## src/hw/lmpcd_pkg.sv

```systemverilog
// constants and types shared by the command decoder files
package lmpcd_pkg;
    localparam logic [7:0] FRAME_ID_CMD = 8'h3c;
    localparam logic [7:0] APP_TAG = 8'h80;
    localparam logic [6:0] OP_DUAL = 7'h08;
    localparam logic [6:0] OP_MOTOR = 7'h09;
    localparam logic [6:0] OP_FUSE = 7'h10;
    localparam logic [6:0] OP_STALL = 7'h16;
    localparam logic [3:0] DATA_BYTES = 4'h8;
    localparam logic [3:0] COUNT_OVER = 4'h9;
    localparam logic [3:0] FUSE_MARK = 4'hf;
    // data byte numbers within the frame, counted from one
    localparam int B_TAG = 1;
    localparam int B_OPC = 2;
    localparam int B_ADDR = 3;
    localparam int B_D4 = 4;
    localparam int B_D5 = 5;
    localparam int B_D6 = 6;
    localparam int B_D7 = 7;
    localparam int B_D8 = 8;
    // bit positions
    localparam int TOP_BIT = 7;
    localparam int HI_NIB = 4;
    localparam int LO_NIB = 0;
    localparam int SAMPLES_LSB = 5;
    localparam int DIR_BIT = 4;
    localparam int RATE_LSB = 0;
    localparam int UV_LSB = 0;
    localparam int FSTALL_LSB = 5;
    localparam int PROFILE_BIT = 4;
    localparam int STEP_LSB = 2;
    localparam int DUTY_BIT = 1;
    localparam int JITTER_BIT = 0;
    localparam int SETTLE1_BIT = 7;
    localparam int CHOP_BIT = 6;
    localparam int SETTLE0_BIT = 5;
    localparam int BOOST_BIT = 1;
    localparam int FALLBACK_LSB = 5;
    localparam int FUSE_INV_BIT = 3;
    localparam int FUSE_IDX_LSB = 0;
    typedef enum logic [2:0] {
        SEQ_IDLE = 3'b000,
        SEQ_REQ1 = 3'b001,
        SEQ_RUN1 = 3'b010,
        SEQ_REQ2 = 3'b011,
        SEQ_RUN2 = 3'b100
    } lmpcd_seq_t;
endpackage : lmpcd_pkg

```

## src/hw/lmpcd_capture.sv

```systemverilog
// collects the data bytes of one frame and flags a complete frame
`timescale 1ns/1ps
module lmpcd_capture (
    input wire logic clk,
    input wire logic rst,
    input wire logic [7:0] frame_id,
    input wire logic frame_start,
    input wire logic byte_valid,
    input wire logic [7:0] byte_data,
    input wire logic frame_end,
    output logic ready,
    output logic [7:0] id,
    output logic [63:0] data
);
    typedef struct packed {
        logic [7:0] id;
        logic [3:0] cnt;
        logic [63:0] data;
        logic ready;
    } lmpcd_cap_t;

    lmpcd_cap_t st;
    lmpcd_cap_t next_st;

    always_comb begin
        next_st = st;
        next_st.ready = 1'b0;
        if (frame_start) begin
            next_st.id = frame_id;
            next_st.cnt = 4'h0;
        end else if (byte_valid) begin
            if (st.cnt < lmpcd_pkg::DATA_BYTES) begin
                next_st.data[st.cnt[2:0]*8 +: 8] = byte_data;
                next_st.cnt = st.cnt + 4'h1;
            end else begin
                // an overlong frame is marked so that it is never decoded
                next_st.cnt = lmpcd_pkg::COUNT_OVER;
            end
        end else if (frame_end) begin
            next_st.ready = (st.cnt == lmpcd_pkg::DATA_BYTES);
            // a repeated end marker without a new start must not decode again
            next_st.cnt = lmpcd_pkg::COUNT_OVER;
        end
    end

    always_ff @(posedge clk) begin
        if (rst) begin
            st <= '0;
        end else begin
            st <= next_st;
        end
    end

    assign ready = st.ready;
    assign id = st.id;
    assign data = st.data;
endmodule : lmpcd_capture

```

## src/hw/lmpcd_dual_seq.sv

```systemverilog
// runs the two motions of the dual speed reference move
`timescale 1ns/1ps
module lmpcd_dual_seq (
    input wire logic clk,
    input wire logic rst,
    input wire logic go,
    input wire logic [15:0] first_target,
    input wire logic [15:0] second_move_offset,
    input wire logic [3:0] top_speed,
    input wire logic [3:0] floor_speed,
    input wire logic move_done,
    output logic move_start,
    output logic move_relative,
    output logic [15:0] move_position,
    output logic [3:0] move_top_speed,
    output logic [3:0] move_floor_speed,
    output logic busy,
    output logic reference_done
);
    typedef struct packed {
        lmpcd_pkg::lmpcd_seq_t state;
        logic [15:0] first;
        logic [15:0] offset;
        logic [3:0] top;
        logic [3:0] floor;
        logic start;
        logic relative;
        logic [15:0] pos;
        logic [3:0] top_o;
        logic [3:0] floor_o;
        logic busy;
        logic ref_done;
    } lmpcd_dseq_t;

    lmpcd_dseq_t st;
    lmpcd_dseq_t next_st;

    always_comb begin
        next_st = st;
        next_st.start = 1'b0;
        case (st.state)
            lmpcd_pkg::SEQ_IDLE: begin
                // a go while busy cannot reach here, so it is dropped
                if (go) begin
                    next_st.first = first_target;
                    next_st.offset = second_move_offset;
                    next_st.top = top_speed;
                    next_st.floor = floor_speed;
                    next_st.busy = 1'b1;
                    next_st.state = lmpcd_pkg::SEQ_REQ1;
                end
            end
            lmpcd_pkg::SEQ_REQ1: begin
                next_st.start = 1'b1;
                next_st.relative = 1'b0;
                next_st.pos = st.first;
                next_st.top_o = st.top;
                next_st.floor_o = st.floor;
                next_st.state = lmpcd_pkg::SEQ_RUN1;
            end
            lmpcd_pkg::SEQ_RUN1: begin
                if (move_done) begin
                    next_st.state = lmpcd_pkg::SEQ_REQ2;
                end
            end
            lmpcd_pkg::SEQ_REQ2: begin
                // second motion runs at the floor speed only
                next_st.start = 1'b1;
                next_st.relative = 1'b1;
                next_st.pos = st.offset;
                next_st.top_o = st.floor;
                next_st.floor_o = st.floor;
                next_st.state = lmpcd_pkg::SEQ_RUN2;
            end
            lmpcd_pkg::SEQ_RUN2: begin
                if (move_done) begin
                    next_st.ref_done = 1'b1;
                    next_st.busy = 1'b0;
                    next_st.state = lmpcd_pkg::SEQ_IDLE;
                end
            end
            default: begin
                next_st.busy = 1'b0;
                next_st.state = lmpcd_pkg::SEQ_IDLE;
            end
        endcase
    end

    always_ff @(posedge clk) begin
        if (rst) begin
            st <= '0;
        end else begin
            st <= next_st;
        end
    end

    assign move_start = st.start;
    assign move_relative = st.relative;
    assign move_position = st.pos;
    assign move_top_speed = st.top_o;
    assign move_floor_speed = st.floor_o;
    assign busy = st.busy;
    assign reference_done = st.ref_done;
endmodule : lmpcd_dual_seq

```

## src/hw/lmpcd_top.sv

```systemverilog
// command decoder for the 0x3c application frames of a motor node
`timescale 1ns/1ps
module lmpcd_top (
    input wire logic MCLK,
    input wire logic RESET,
    input wire logic [7:0] FRAME_ID,
    input wire logic FRAME_START,
    input wire logic BYTE_VALID,
    input wire logic [7:0] BYTE_DATA,
    input wire logic FRAME_END,
    input wire logic [6:0] NODE_ADDR,
    input wire logic MOVE_DONE,
    output logic [3:0] RUN_CURRENT_INDEX,
    output logic [3:0] STANDSTILL_CURRENT_INDEX,
    output logic [3:0] TOP_SPEED_INDEX,
    output logic [3:0] FLOOR_SPEED_INDEX,
    output logic ROTATION_DIR,
    output logic [3:0] RAMP_RATE,
    output logic [2:0] DETECT_SAMPLE_COUNT,
    output logic [3:0] BACKEMF_THRESHOLD,
    output logic [2:0] UNDERVOLT_STALL_THRESHOLD,
    output logic [2:0] FULLSTEP_STALL_DETECT_ON,
    output logic RAMP_PROFILE_SELECT,
    output logic [1:0] STEP_RESOLUTION,
    output logic FULL_DUTY_STALL_ON,
    output logic CHOPPER_JITTER_ON,
    output logic [10:0] FALLBACK_TARGET,
    output logic [1:0] SETTLE_TIME_FIELD,
    output logic CHOPPER_RATE_SELECT,
    output logic COLD_CURRENT_RAISE_OFF,
    output logic STALL_UPDATE,
    output logic PARAM_UPDATE,
    output logic FUSE_PROGRAM,
    output logic [3:0] FUSE_BYTE_INDEX,
    output logic [7:0] FUSE_DATA,
    output logic FRAME_DISCARD,
    output logic MOVE_START,
    output logic MOVE_RELATIVE,
    output logic [15:0] MOVE_POSITION,
    output logic [3:0] MOVE_TOP_SPEED,
    output logic [3:0] MOVE_FLOOR_SPEED,
    output logic DUAL_BUSY,
    output logic REFERENCE_DONE
);
    typedef struct packed {
        logic [3:0] run_cur;
        logic [3:0] hold_cur;
        logic [3:0] top;
        logic [3:0] floor;
        logic dir;
        logic [3:0] rate;
        logic [2:0] samples;
        logic [3:0] bemf;
        logic [2:0] uv;
        logic [2:0] fstall;
        logic profile;
        logic [1:0] step;
        logic duty;
        logic jitter;
        logic [10:0] fallback;
        logic [1:0] settle;
        logic chop;
        logic boost_off;
        logic stall_upd;
        logic param_upd;
        logic fuse_go;
        logic [3:0] fuse_idx;
        logic [7:0] fuse_data;
        logic discard;
    } lmpcd_main_t;

    lmpcd_main_t st;
    lmpcd_main_t next_st;

    logic cap_ready;
    logic [7:0] cap_id;
    logic [63:0] cap_data;
    logic seq_busy;
    logic dual_go;
    logic [7:0] d_tag;
    logic [7:0] d_opc;
    logic [7:0] d_adr;
    logic [7:0] d4;
    logic [7:0] d5;
    logic [7:0] d6;
    logic [7:0] d7;
    logic [7:0] d8;
    logic frame_ok;
    logic addressed;
    logic [6:0] opcode;

    function automatic logic [7:0] data_byte(input logic [63:0] d,
                                             input int n);
        return d[8*(n-1) +: 8];
    endfunction : data_byte

    lmpcd_capture u_capture (
        .clk(MCLK),
        .rst(RESET),
        .frame_id(FRAME_ID),
        .frame_start(FRAME_START),
        .byte_valid(BYTE_VALID),
        .byte_data(BYTE_DATA),
        .frame_end(FRAME_END),
        .ready(cap_ready),
        .id(cap_id),
        .data(cap_data)
    );

    assign d_tag = data_byte(cap_data, lmpcd_pkg::B_TAG);
    assign d_opc = data_byte(cap_data, lmpcd_pkg::B_OPC);
    assign d_adr = data_byte(cap_data, lmpcd_pkg::B_ADDR);
    assign d4 = data_byte(cap_data, lmpcd_pkg::B_D4);
    assign d5 = data_byte(cap_data, lmpcd_pkg::B_D5);
    assign d6 = data_byte(cap_data, lmpcd_pkg::B_D6);
    assign d7 = data_byte(cap_data, lmpcd_pkg::B_D7);
    assign d8 = data_byte(cap_data, lmpcd_pkg::B_D8);
    assign opcode = d_opc[6:0];

    assign frame_ok = cap_id == lmpcd_pkg::FRAME_ID_CMD &&
        d_tag == lmpcd_pkg::APP_TAG && d_opc[lmpcd_pkg::TOP_BIT];
    assign addressed = !d_adr[lmpcd_pkg::TOP_BIT] ||
        d_adr[6:0] == NODE_ADDR;

    // busy check here means a refused move never reaches the sequencer
    assign dual_go = cap_ready && frame_ok && addressed &&
        opcode == lmpcd_pkg::OP_DUAL && !seq_busy;

    always_comb begin
        next_st = st;
        next_st.stall_upd = 1'b0;
        next_st.param_upd = 1'b0;
        next_st.fuse_go = 1'b0;
        next_st.discard = 1'b0;
        if (cap_ready) begin
            if (!frame_ok || !addressed) begin
                next_st.discard = 1'b1;
            end else begin
                case (opcode)
                    lmpcd_pkg::OP_DUAL: begin
                        next_st.discard = seq_busy;
                    end
                    lmpcd_pkg::OP_STALL: begin
                        next_st.run_cur = d4[lmpcd_pkg::HI_NIB +: 4];
                        next_st.hold_cur = d4[lmpcd_pkg::LO_NIB +: 4];
                        next_st.top = d5[lmpcd_pkg::HI_NIB +: 4];
                        next_st.floor = d5[lmpcd_pkg::LO_NIB +: 4];
                        next_st.samples = d6[lmpcd_pkg::SAMPLES_LSB +: 3];
                        next_st.dir = d6[lmpcd_pkg::DIR_BIT];
                        next_st.rate = d6[lmpcd_pkg::RATE_LSB +: 4];
                        next_st.bemf = d7[lmpcd_pkg::HI_NIB +: 4];
                        next_st.uv = d7[lmpcd_pkg::UV_LSB +: 3];
                        next_st.fstall = d8[lmpcd_pkg::FSTALL_LSB +: 3];
                        next_st.profile = d8[lmpcd_pkg::PROFILE_BIT];
                        next_st.step = d8[lmpcd_pkg::STEP_LSB +: 2];
                        next_st.duty = d8[lmpcd_pkg::DUTY_BIT];
                        next_st.jitter = d8[lmpcd_pkg::JITTER_BIT];
                        next_st.stall_upd = 1'b1;
                    end
                    lmpcd_pkg::OP_MOTOR: begin
                        next_st.run_cur = d4[lmpcd_pkg::HI_NIB +: 4];
                        next_st.hold_cur = d4[lmpcd_pkg::LO_NIB +: 4];
                        next_st.top = d5[lmpcd_pkg::HI_NIB +: 4];
                        next_st.floor = d5[lmpcd_pkg::LO_NIB +: 4];
                        next_st.dir = d6[lmpcd_pkg::DIR_BIT];
                        next_st.rate = d6[lmpcd_pkg::RATE_LSB +: 4];
                        next_st.fallback =
                            {d6[lmpcd_pkg::FALLBACK_LSB +: 3], d7};
                        next_st.settle =
                            {d8[lmpcd_pkg::SETTLE1_BIT],
                             d8[lmpcd_pkg::SETTLE0_BIT]};
                        next_st.chop = d8[lmpcd_pkg::CHOP_BIT];
                        next_st.profile = d8[lmpcd_pkg::PROFILE_BIT];
                        next_st.step = d8[lmpcd_pkg::STEP_LSB +: 2];
                        next_st.boost_off = d8[lmpcd_pkg::BOOST_BIT];
                        next_st.jitter = d8[lmpcd_pkg::JITTER_BIT];
                        // applied whether a motion runs or not
                        next_st.param_upd = 1'b1;
                    end
                    lmpcd_pkg::OP_FUSE: begin
                        // padding bytes 6 to 8 are not looked at
                        if (d4[lmpcd_pkg::HI_NIB +: 4] ==
                            lmpcd_pkg::FUSE_MARK) begin
                            next_st.fuse_idx =
                                {~d4[lmpcd_pkg::FUSE_INV_BIT],
                                 d4[lmpcd_pkg::FUSE_IDX_LSB +: 3]};
                            next_st.fuse_data = d5;
                            next_st.fuse_go = 1'b1;
                        end else begin
                            next_st.discard = 1'b1;
                        end
                    end
                    default: begin
                        next_st.discard = 1'b1;
                    end
                endcase
            end
        end
    end

    always_ff @(posedge MCLK) begin
        if (RESET) begin
            st <= '0;
        end else begin
            st <= next_st;
        end
    end

    lmpcd_dual_seq u_dual_seq (
        .clk(MCLK),
        .rst(RESET),
        .go(dual_go),
        .first_target({d5, d6}),
        .second_move_offset({d7, d8}),
        .top_speed(d4[lmpcd_pkg::HI_NIB +: 4]),
        .floor_speed(d4[lmpcd_pkg::LO_NIB +: 4]),
        .move_done(MOVE_DONE),
        .move_start(MOVE_START),
        .move_relative(MOVE_RELATIVE),
        .move_position(MOVE_POSITION),
        .move_top_speed(MOVE_TOP_SPEED),
        .move_floor_speed(MOVE_FLOOR_SPEED),
        .busy(seq_busy),
        .reference_done(REFERENCE_DONE)
    );

    assign DUAL_BUSY = seq_busy;
    assign RUN_CURRENT_INDEX = st.run_cur;
    assign STANDSTILL_CURRENT_INDEX = st.hold_cur;
    assign TOP_SPEED_INDEX = st.top;
    assign FLOOR_SPEED_INDEX = st.floor;
    assign ROTATION_DIR = st.dir;
    assign RAMP_RATE = st.rate;
    assign DETECT_SAMPLE_COUNT = st.samples;
    assign BACKEMF_THRESHOLD = st.bemf;
    assign UNDERVOLT_STALL_THRESHOLD = st.uv;
    assign FULLSTEP_STALL_DETECT_ON = st.fstall;
    assign RAMP_PROFILE_SELECT = st.profile;
    assign STEP_RESOLUTION = st.step;
    assign FULL_DUTY_STALL_ON = st.duty;
    assign CHOPPER_JITTER_ON = st.jitter;
    assign FALLBACK_TARGET = st.fallback;
    assign SETTLE_TIME_FIELD = st.settle;
    assign CHOPPER_RATE_SELECT = st.chop;
    assign COLD_CURRENT_RAISE_OFF = st.boost_off;
    assign STALL_UPDATE = st.stall_upd;
    assign PARAM_UPDATE = st.param_upd;
    assign FUSE_PROGRAM = st.fuse_go;
    assign FUSE_BYTE_INDEX = st.fuse_idx;
    assign FUSE_DATA = st.fuse_data;
    assign FRAME_DISCARD = st.discard;
endmodule : lmpcd_top

```

## config.mk

```make
export PLATFORM = sky130hd
export DESIGN_NAME = lmpcd_top
export DESIGN_NICKNAME = d
export VERILOG_FILES = /design/src/hw/lmpcd_pkg.sv /design/src/hw/lmpcd_capture.sv /design/src/hw/lmpcd_dual_seq.sv /design/src/hw/lmpcd_top.sv
export SDC_FILE = /design/constraint.sdc
export NUM_CORES = 1
export LEC_CHECK = 0
export ABC_CLOCK_PERIOD_IN_PS = 2100
export BUFFER_PORTS_ARGS = -buffer_cell sky130_fd_sc_hd__buf_2
export CELL_PAD_IN_SITES_DETAIL_PLACEMENT = 1
export CELL_PAD_IN_SITES_GLOBAL_PLACEMENT = 1
export CORE_MARGIN = 2
export CORE_UTILIZATION = 33
export CTS_CLUSTER_DIAMETER = 80
export DETAILED_ROUTE_END_ITERATION = 10
export HOLD_SLACK_MARGIN = 0.12
export PLACE_DENSITY_LB_ADDON = 0.12
export SYNTH_ARGS = -nofsm -noshare
export SYNTH_HDL_FRONTEND = slang
export SYNTH_SLANG_ARGS = --single-unit
```

## constraint.sdc

```tcl
create_clock -name MCLK -period 2.1 [get_ports MCLK]
set_input_delay 0.42 -clock MCLK [delete_from_list [all_inputs] [get_ports MCLK]]
set_output_delay 0.42 -clock MCLK [all_outputs]
set_load 0.01 [all_outputs]
```

## Word-level counts from Yosys, hierarchy flattened

Index checks and enable logic that the tools add are counted.

- Multiplexer cells: 18
- Shift operators: 2
- Magnitude comparators: 1
- Add/subtract/negate cells: 2
- Reduce and logical (&&, ||, !) cells: 31
- Bitwise gates (word level): 7
- Equality and inequality tests: 16

Operators by type and width:

| cell | number |
|---|---|
| 64-bit bitwise mux | 1 |
| 8-bit by 34-bit variable shift with 64-bit output (first input constant) | 1 |
| 8-bit by 34-bit variable part select with 64-bit output | 1 |
| 26-bit case mux with 2 select lines | 1 |
| 43-bit 2-to-1 mux | 1 |
| 6-bit negation with 34-bit output | 1 |
| 3-bit AND reduction | 6 |
| 3-bit case mux with 5 select lines | 1 |
| 7-bit by 4-bit equality test with 1-bit output (second input constant) | 2 |
| 7-bit by 5-bit equality test with 1-bit output (second input constant) | 2 |
| 13-bit 2-to-1 mux | 1 |
| 4-bit 2-to-1 mux | 3 |
| 4-bit equality test (second input constant) | 2 |
| 8-bit by 6-bit equality test with 1-bit output (second input constant) | 1 |
| 8-bit equality test (second input constant) | 1 |
| 4-bit OR reduction | 2 |
| 7-bit equality test | 1 |
| 1-bit NOT | 7 |
| 3-bit by 2-bit equality test with 1-bit output (second input constant) | 2 |
| 1-bit logical AND | 6 |
| 3-bit 2-to-1 mux | 2 |
| 2-bit != test (second input constant) | 3 |
| 1-bit case mux with 3 select lines | 2 |
| 2-bit OR reduction | 3 |
| other kinds (13) | 24 |

- Register bits: 218
- Logic and storage cells: 117
- Input bits: 29
- Output and inout bits: 98

## Depth between registers and ports, before layout

- Word-level depth: 9
- Depth in mapped cells: 10
- Depth with buffers taken out: 8

## By module

Synthesis repeated with hierarchy kept, for this count alone.

- Cell total of the unflattened synthesis: 1,063
- Area total of the unflattened synthesis: 10,058.4 um^2

By module, submodules not included:

| module | seq. area each (um^2) | cells each | times used | area an instance (um^2) |
|---|---|---|---|---|
| lmpcd_capture | 1,541.5 | 390 | 1 | 3,824.9 |
| lmpcd_top | 1,401.3 | 340 | 1 | 3,368.2 |
| lmpcd_dual_seq | 1,421.4 | 333 | 1 | 2,865.2 |

## Worst setup path before layout

OpenSTA, ideal clock, no wires.

- Kind: register -> register
- Start: register u_capture.st[65] (netlist bit)
- End: register u_capture.st (netlist bit u_capture.data[16])
- Data required time: 2.030 ns
- Arrival time: 2.209 ns
- Slack: -0.179 ns
- Buffers on the path: 3
- Stages on the path, launching flop included: 11
- Setup time: 0.070 ns
- Period minus slack after synthesis: 2.279 ns
- Cells stage by stage: dfxtp_1 clkbuf_1 inv_1 ha_1 ha_1 clkbuf_1 nor2b_1 and2_0 buf_1 nand3_1 a21oi_1

- Longest elaborated chain between the ends: 3
- Elaborated cells on any way between the ends: 6
- Those cells by class: add/sub: 1; order compare: 1; shift: 2; mux: 1; reduce/logical: 1

Ends and longest elaborated chain:

| what | RTL line | source |
|---|---|---|
| from (decl) | lmpcd_capture.sv:22 | `lmpcd_cap_t st;` |
| from (signal assigned) | lmpcd_capture.sv:50 | `st <= next_st;` |
| 6-bit negation with 34-bit output | lmpcd_capture.sv:33 | `next_st.data[st.cnt[2:0]*8 +: 8] = byte_data;` |
| 8-bit by 34-bit variable part select with 64-bit output / 8-bit by 34-bit variable shift with 64-bit output (equally long branches) | lmpcd_capture.sv:33 |  |
| 64-bit bitwise mux | lmpcd_capture.sv:33 |  |

Several ways; a longest one is shown, not always the timed one.
A chain may end at the register's enable or synchronous reset.

## Worst setup path in the final report

- Start: register u_capture.st (netlist bit u_capture.data[19])
- End: register st (netlist bit FALLBACK_TARGET[6])

- Longest elaborated chain between the ends: 6

Ends and longest elaborated chain:

| what | RTL line | source |
|---|---|---|
| 7-bit equality test | lmpcd_top.sv:123 | `d_adr[6:0] == NODE_ADDR;` |
| 1-bit logical OR | lmpcd_top.sv:122 | `assign addressed = !d_adr[lmpcd_pkg::TOP_BIT] \|\|` |
| 1-bit logical NOT | lmpcd_top.sv:136 | `if (!frame_ok \|\| !addressed) begin` |
| 1-bit logical OR | lmpcd_top.sv:136 |  |
| 1-bit NOT (no source line) | - |  |
| 3-bit AND reduction (no source line) | - |  |
| to (signal assigned) | lmpcd_top.sv:205 | `st <= next_st;` |
| to (decl) | lmpcd_top.sv:72 | `lmpcd_main_t st;` |

No other way between the ends.

==> impl_results.md <==
* Hold Path Origin: FRAME_ID[6]
* DRT Pass-1 Iters at 5
* Initial Util at 33.8%
* Fillers at 3181
* Min Tclk post-route at 2.02 ns
* Final Hold Viols at 0
* # placed instances at 1447
* Cells along the critical path: xnor2_1 > nand4_1 > o41a_4 > or4b_4 > mux2i_1
* Fmax at 0.494 GHz
* Worst Max-Slew Pin Slew at 0.483 ns
* Core region area at 27000 µm²
* Required time of the critical path at 2.49 ns
* Clock sink count at 218
* Slew margin rel. at 67.8%
* Vias in the first global route at 7467
* Area share of the largest cell type after synthesis at 47.8%
* Vias at 7365
* R2R Setup Slk at 0.08 ns
* Critical Path Slowest Stage Cell: or4b_4
* Placer Congestion at 0.814
* Port bufs at 126
* Leak at 4.74 nW
* Area of the die at 29000 µm²
* Placed Area at 10300 µm²
* Reg2Reg Depth at 5
* Max-Cap Viols at 0
* Seq/Total Area, Yosys at 47.8%
* CTS tree: built
* Final #Nets at 1176
* Drc violations at 0
* Clock-pin slew on the worst setup and hold paths at 0.06 ns
* EDFF count, synth at 0
* Post-synth ARST share at 0%
* Worst EP arrival at 2.41 ns
* Rows at 60
* Setup violators final at 0
* Ys Warns at 0
* End of the worst hold path: u_capture.id[6]
* Synth-to-layout area growth at 23.9%
* Clock Latency Late Sink at 0.52 ns
* Critical path class: reg -> reg
* Register bit count reported by yosys at 218
* Reg area at 4370 µm²
* Post-route insts no fill at 1503
* Gate Count Post-Synth at 1012
* Part of the cycle the worst path needs at 96.4%
* First-pass GRT wire length at 42800 µm
* Synth top cells by count: dfxtp_1 (218), o21ai_0 (129), mux2i_1 (96)
* Status: completed
* # IOs at 127
* Top post-synthesis cells by area: dfxtp_1 (48%), mux2i_1 (11%), o21ai_0 (7.1%)
* Die Wd at 170 µm
* Ratio of cells with drive above 1 in the final layout at 22.9%
* Via-to-Cell Ratio at 4.90
* Initial antenna violation count at 0
* Starting DRT DRC Count at 303
* Mean Syn Cell Area at 9.02 µm²
* Worst Path Max Fanout at 8
* DP Worst Slack at -0.181 ns
* H-tree depth at 1
* Reg2reg start: u_capture.data[19]
* Count of pins over their slew limit at 0
* DIE HEIGHT at 170 µm
* Main synth FF type: dfxtp_1
* Design area at 11300 µm²
* Synth Net Count at 1044
* Cts bufs inserted at 26
* Multi-input gate area at 4340 µm²
* Pwr dens at 778 nW/µm²
* Global route overflow at 0
* Clk_skew at 0.0101 ns
* R2r endpoint: FALLBACK_TARGET[6]
* WHS Path Cells at 3
* Critical Path Source Type: register
* Count leader, synth: dfxtp_1
* Yosys cell types at 52
* Avg WL per Cell at 18.4 µm
* Worst vdd ir at 0.633 mV
* Total GRT Usage at 18.9%
* RSZ-0062 raised after global routing: false
* Top cell type by total area after synthesis: dfxtp_1
* PnR worst setup slack at 0.0761 ns
* DRT Wirelength at 27700 µm
* TNS Setup at 0 ns
* CTS root buf: clkbuf_16
* Hpwl dp at 18700 µm
* Hold crit path type: in -> reg
* Post-Syn Area at 9130 µm²
* CP Capture Type: register
* CTS max path bufs at 3
* Largest net degree at the start of global routing at 63
* Ant diodes at 0
* Worst path max stage delay at 0.62 ns
* Post-route ant nets at 0
==> cells in the final DEF (no fill, tap or decap), drive strengths merged, types with 3 or more instances in the layout <==
master       netlist  layout
dfxtp            218     218
buf               35     199
o21ai            130     130
mux2i             96      96
nand2b            82      82
nor2              79      79
nor2b             73      73
nand2             54      54
a21oi             45      45
clkbuf            67      42
nand3             29      29
a211oi            21      21
nor3              12      12
nand4             11      11
inv                5       5
clkinv             0       5
dlygate4sd3        0       5
xnor2              5       5
xor2               4       4
nand3b             4       4
nor4               4       4
and4b              3       3
nand4b             3       3
nor3b              3       3
ha                 3       3
or2                3       3
==> critical path, delay by kind of cell (launching register included) <==
family,cells,cell delay (ns)
compound gates,1,0.50
xor+xnor,1,0.16
flops,1,0.32
mux,1,0.16
simple gates,2,0.75
==> per-layer routing <==
metal	global-route usage (%)	vias to the layer above	wire, µm
met4	4.68	0	452
li1	-	3693	-
met1	27.1	3528	13800
met5	0	-	0
met3	2.21	33	812
met2	30.0	111	12600
==> how the worst max path moves through the flow <==
stage | cells past startpoint | startpoint | to | slack [ns]
after floorplan | 7 | NODE_ADDR[2] | FALLBACK_TARGET[0] | 0.005
after global placement | 6 | NODE_ADDR[3] | FALLBACK_TARGET[6] | -0.12
after detailed placement | 6 | NODE_ADDR[1] | FALLBACK_TARGET[6] | -0.18
after CTS | 8 | u_capture.id[2] | RUN_CURRENT_INDEX[1] | 0.01
after global routing | 7 | u_capture.id[3] | FALLBACK_TARGET[6] | 0.002
final | 5 | u_capture.data[19] | FALLBACK_TARGET[6] | 0.08
==> per-stage QoR <==
stage          util [%]  power [W]  hold WS [ns]
6_report           41.9    0.00880         0.149
5_1_grt            41.9    0.00912         0.145
4_1_cts            41.4    0.00891         0.127
3_5_place_dp       38.1    0.00457         0.446
3_3_place_gp       38.1    0.00457         0.441
2_1_floorplan         -    0.00444         0.428
==> report_power, final <==
| group | leakage [nW] | switching [W] | internal (W) | total (W) |
|---|---|---|---|---|
| Clock | 0.405 | 0.00175 | 0.00255 | 0.00430 |
| Combinational | 2.58 | 0.000193 | 0.000136 | 0.000329 |
| Sequential | 1.76 | 0.0000132 | 0.00415 | 0.00417 |
==> what timing repair did <==
item / 4_1_cts / 5_1_grt
hold buffers: 5 / 0
resized for setup: 3 / 50
endpoints found under the setup margin: 8 / 91
gates cloned: 0 / 2
hold endpoints to repair: 5 / 0
setup buffers: 0 / 3
pin swaps: 0 / 6
==> cell type report <==
| type | instances | share of cell area [%] |
|---|---|---|
| Clock buffer | 41 | 6.97 |
| Clock inverter | 5 | 0.221 |
| Inverter | 5 | 0.166 |
| Multi-Input combinational cell | 688 | 38.4 |
| Sequential cell | 218 | 38.6 |
| Tap cell | 341 | 3.77 |
| Timing Repair Buffer | 205 | 11.9 |
==> cells by family (layout without fill, tap and decap cells) <==
| family | after synthesis | count (layout) | share of synthesized area [%] |
|---|---|---|---|
| muxes | 97 | 97 | 10.6 |
| AOI/OAI and AO/OA | 206 | 206 | 12.3 |
| buffers and inverters | 107 | 256 | 5.77 |
| xor gates and xnor gates | 9 | 9 | 0.863 |
| adders and majority gates | 3 | 3 | 0.411 |
| DFF | 218 | 218 | 47.8 |
| and+or+nand+nor | 372 | 373 | 22.3 |
==> state kept, by name (all words and copies together), names as in the netlist, 8 cells and up <==
name and cells:
FALLBACK_TARGET 11, FUSE_DATA 8, u_capture.data 64, u_capture.id 8, u_dual_seq.move_position 16, u_dual_seq.st 43
(Power assumes the default switching activity.)
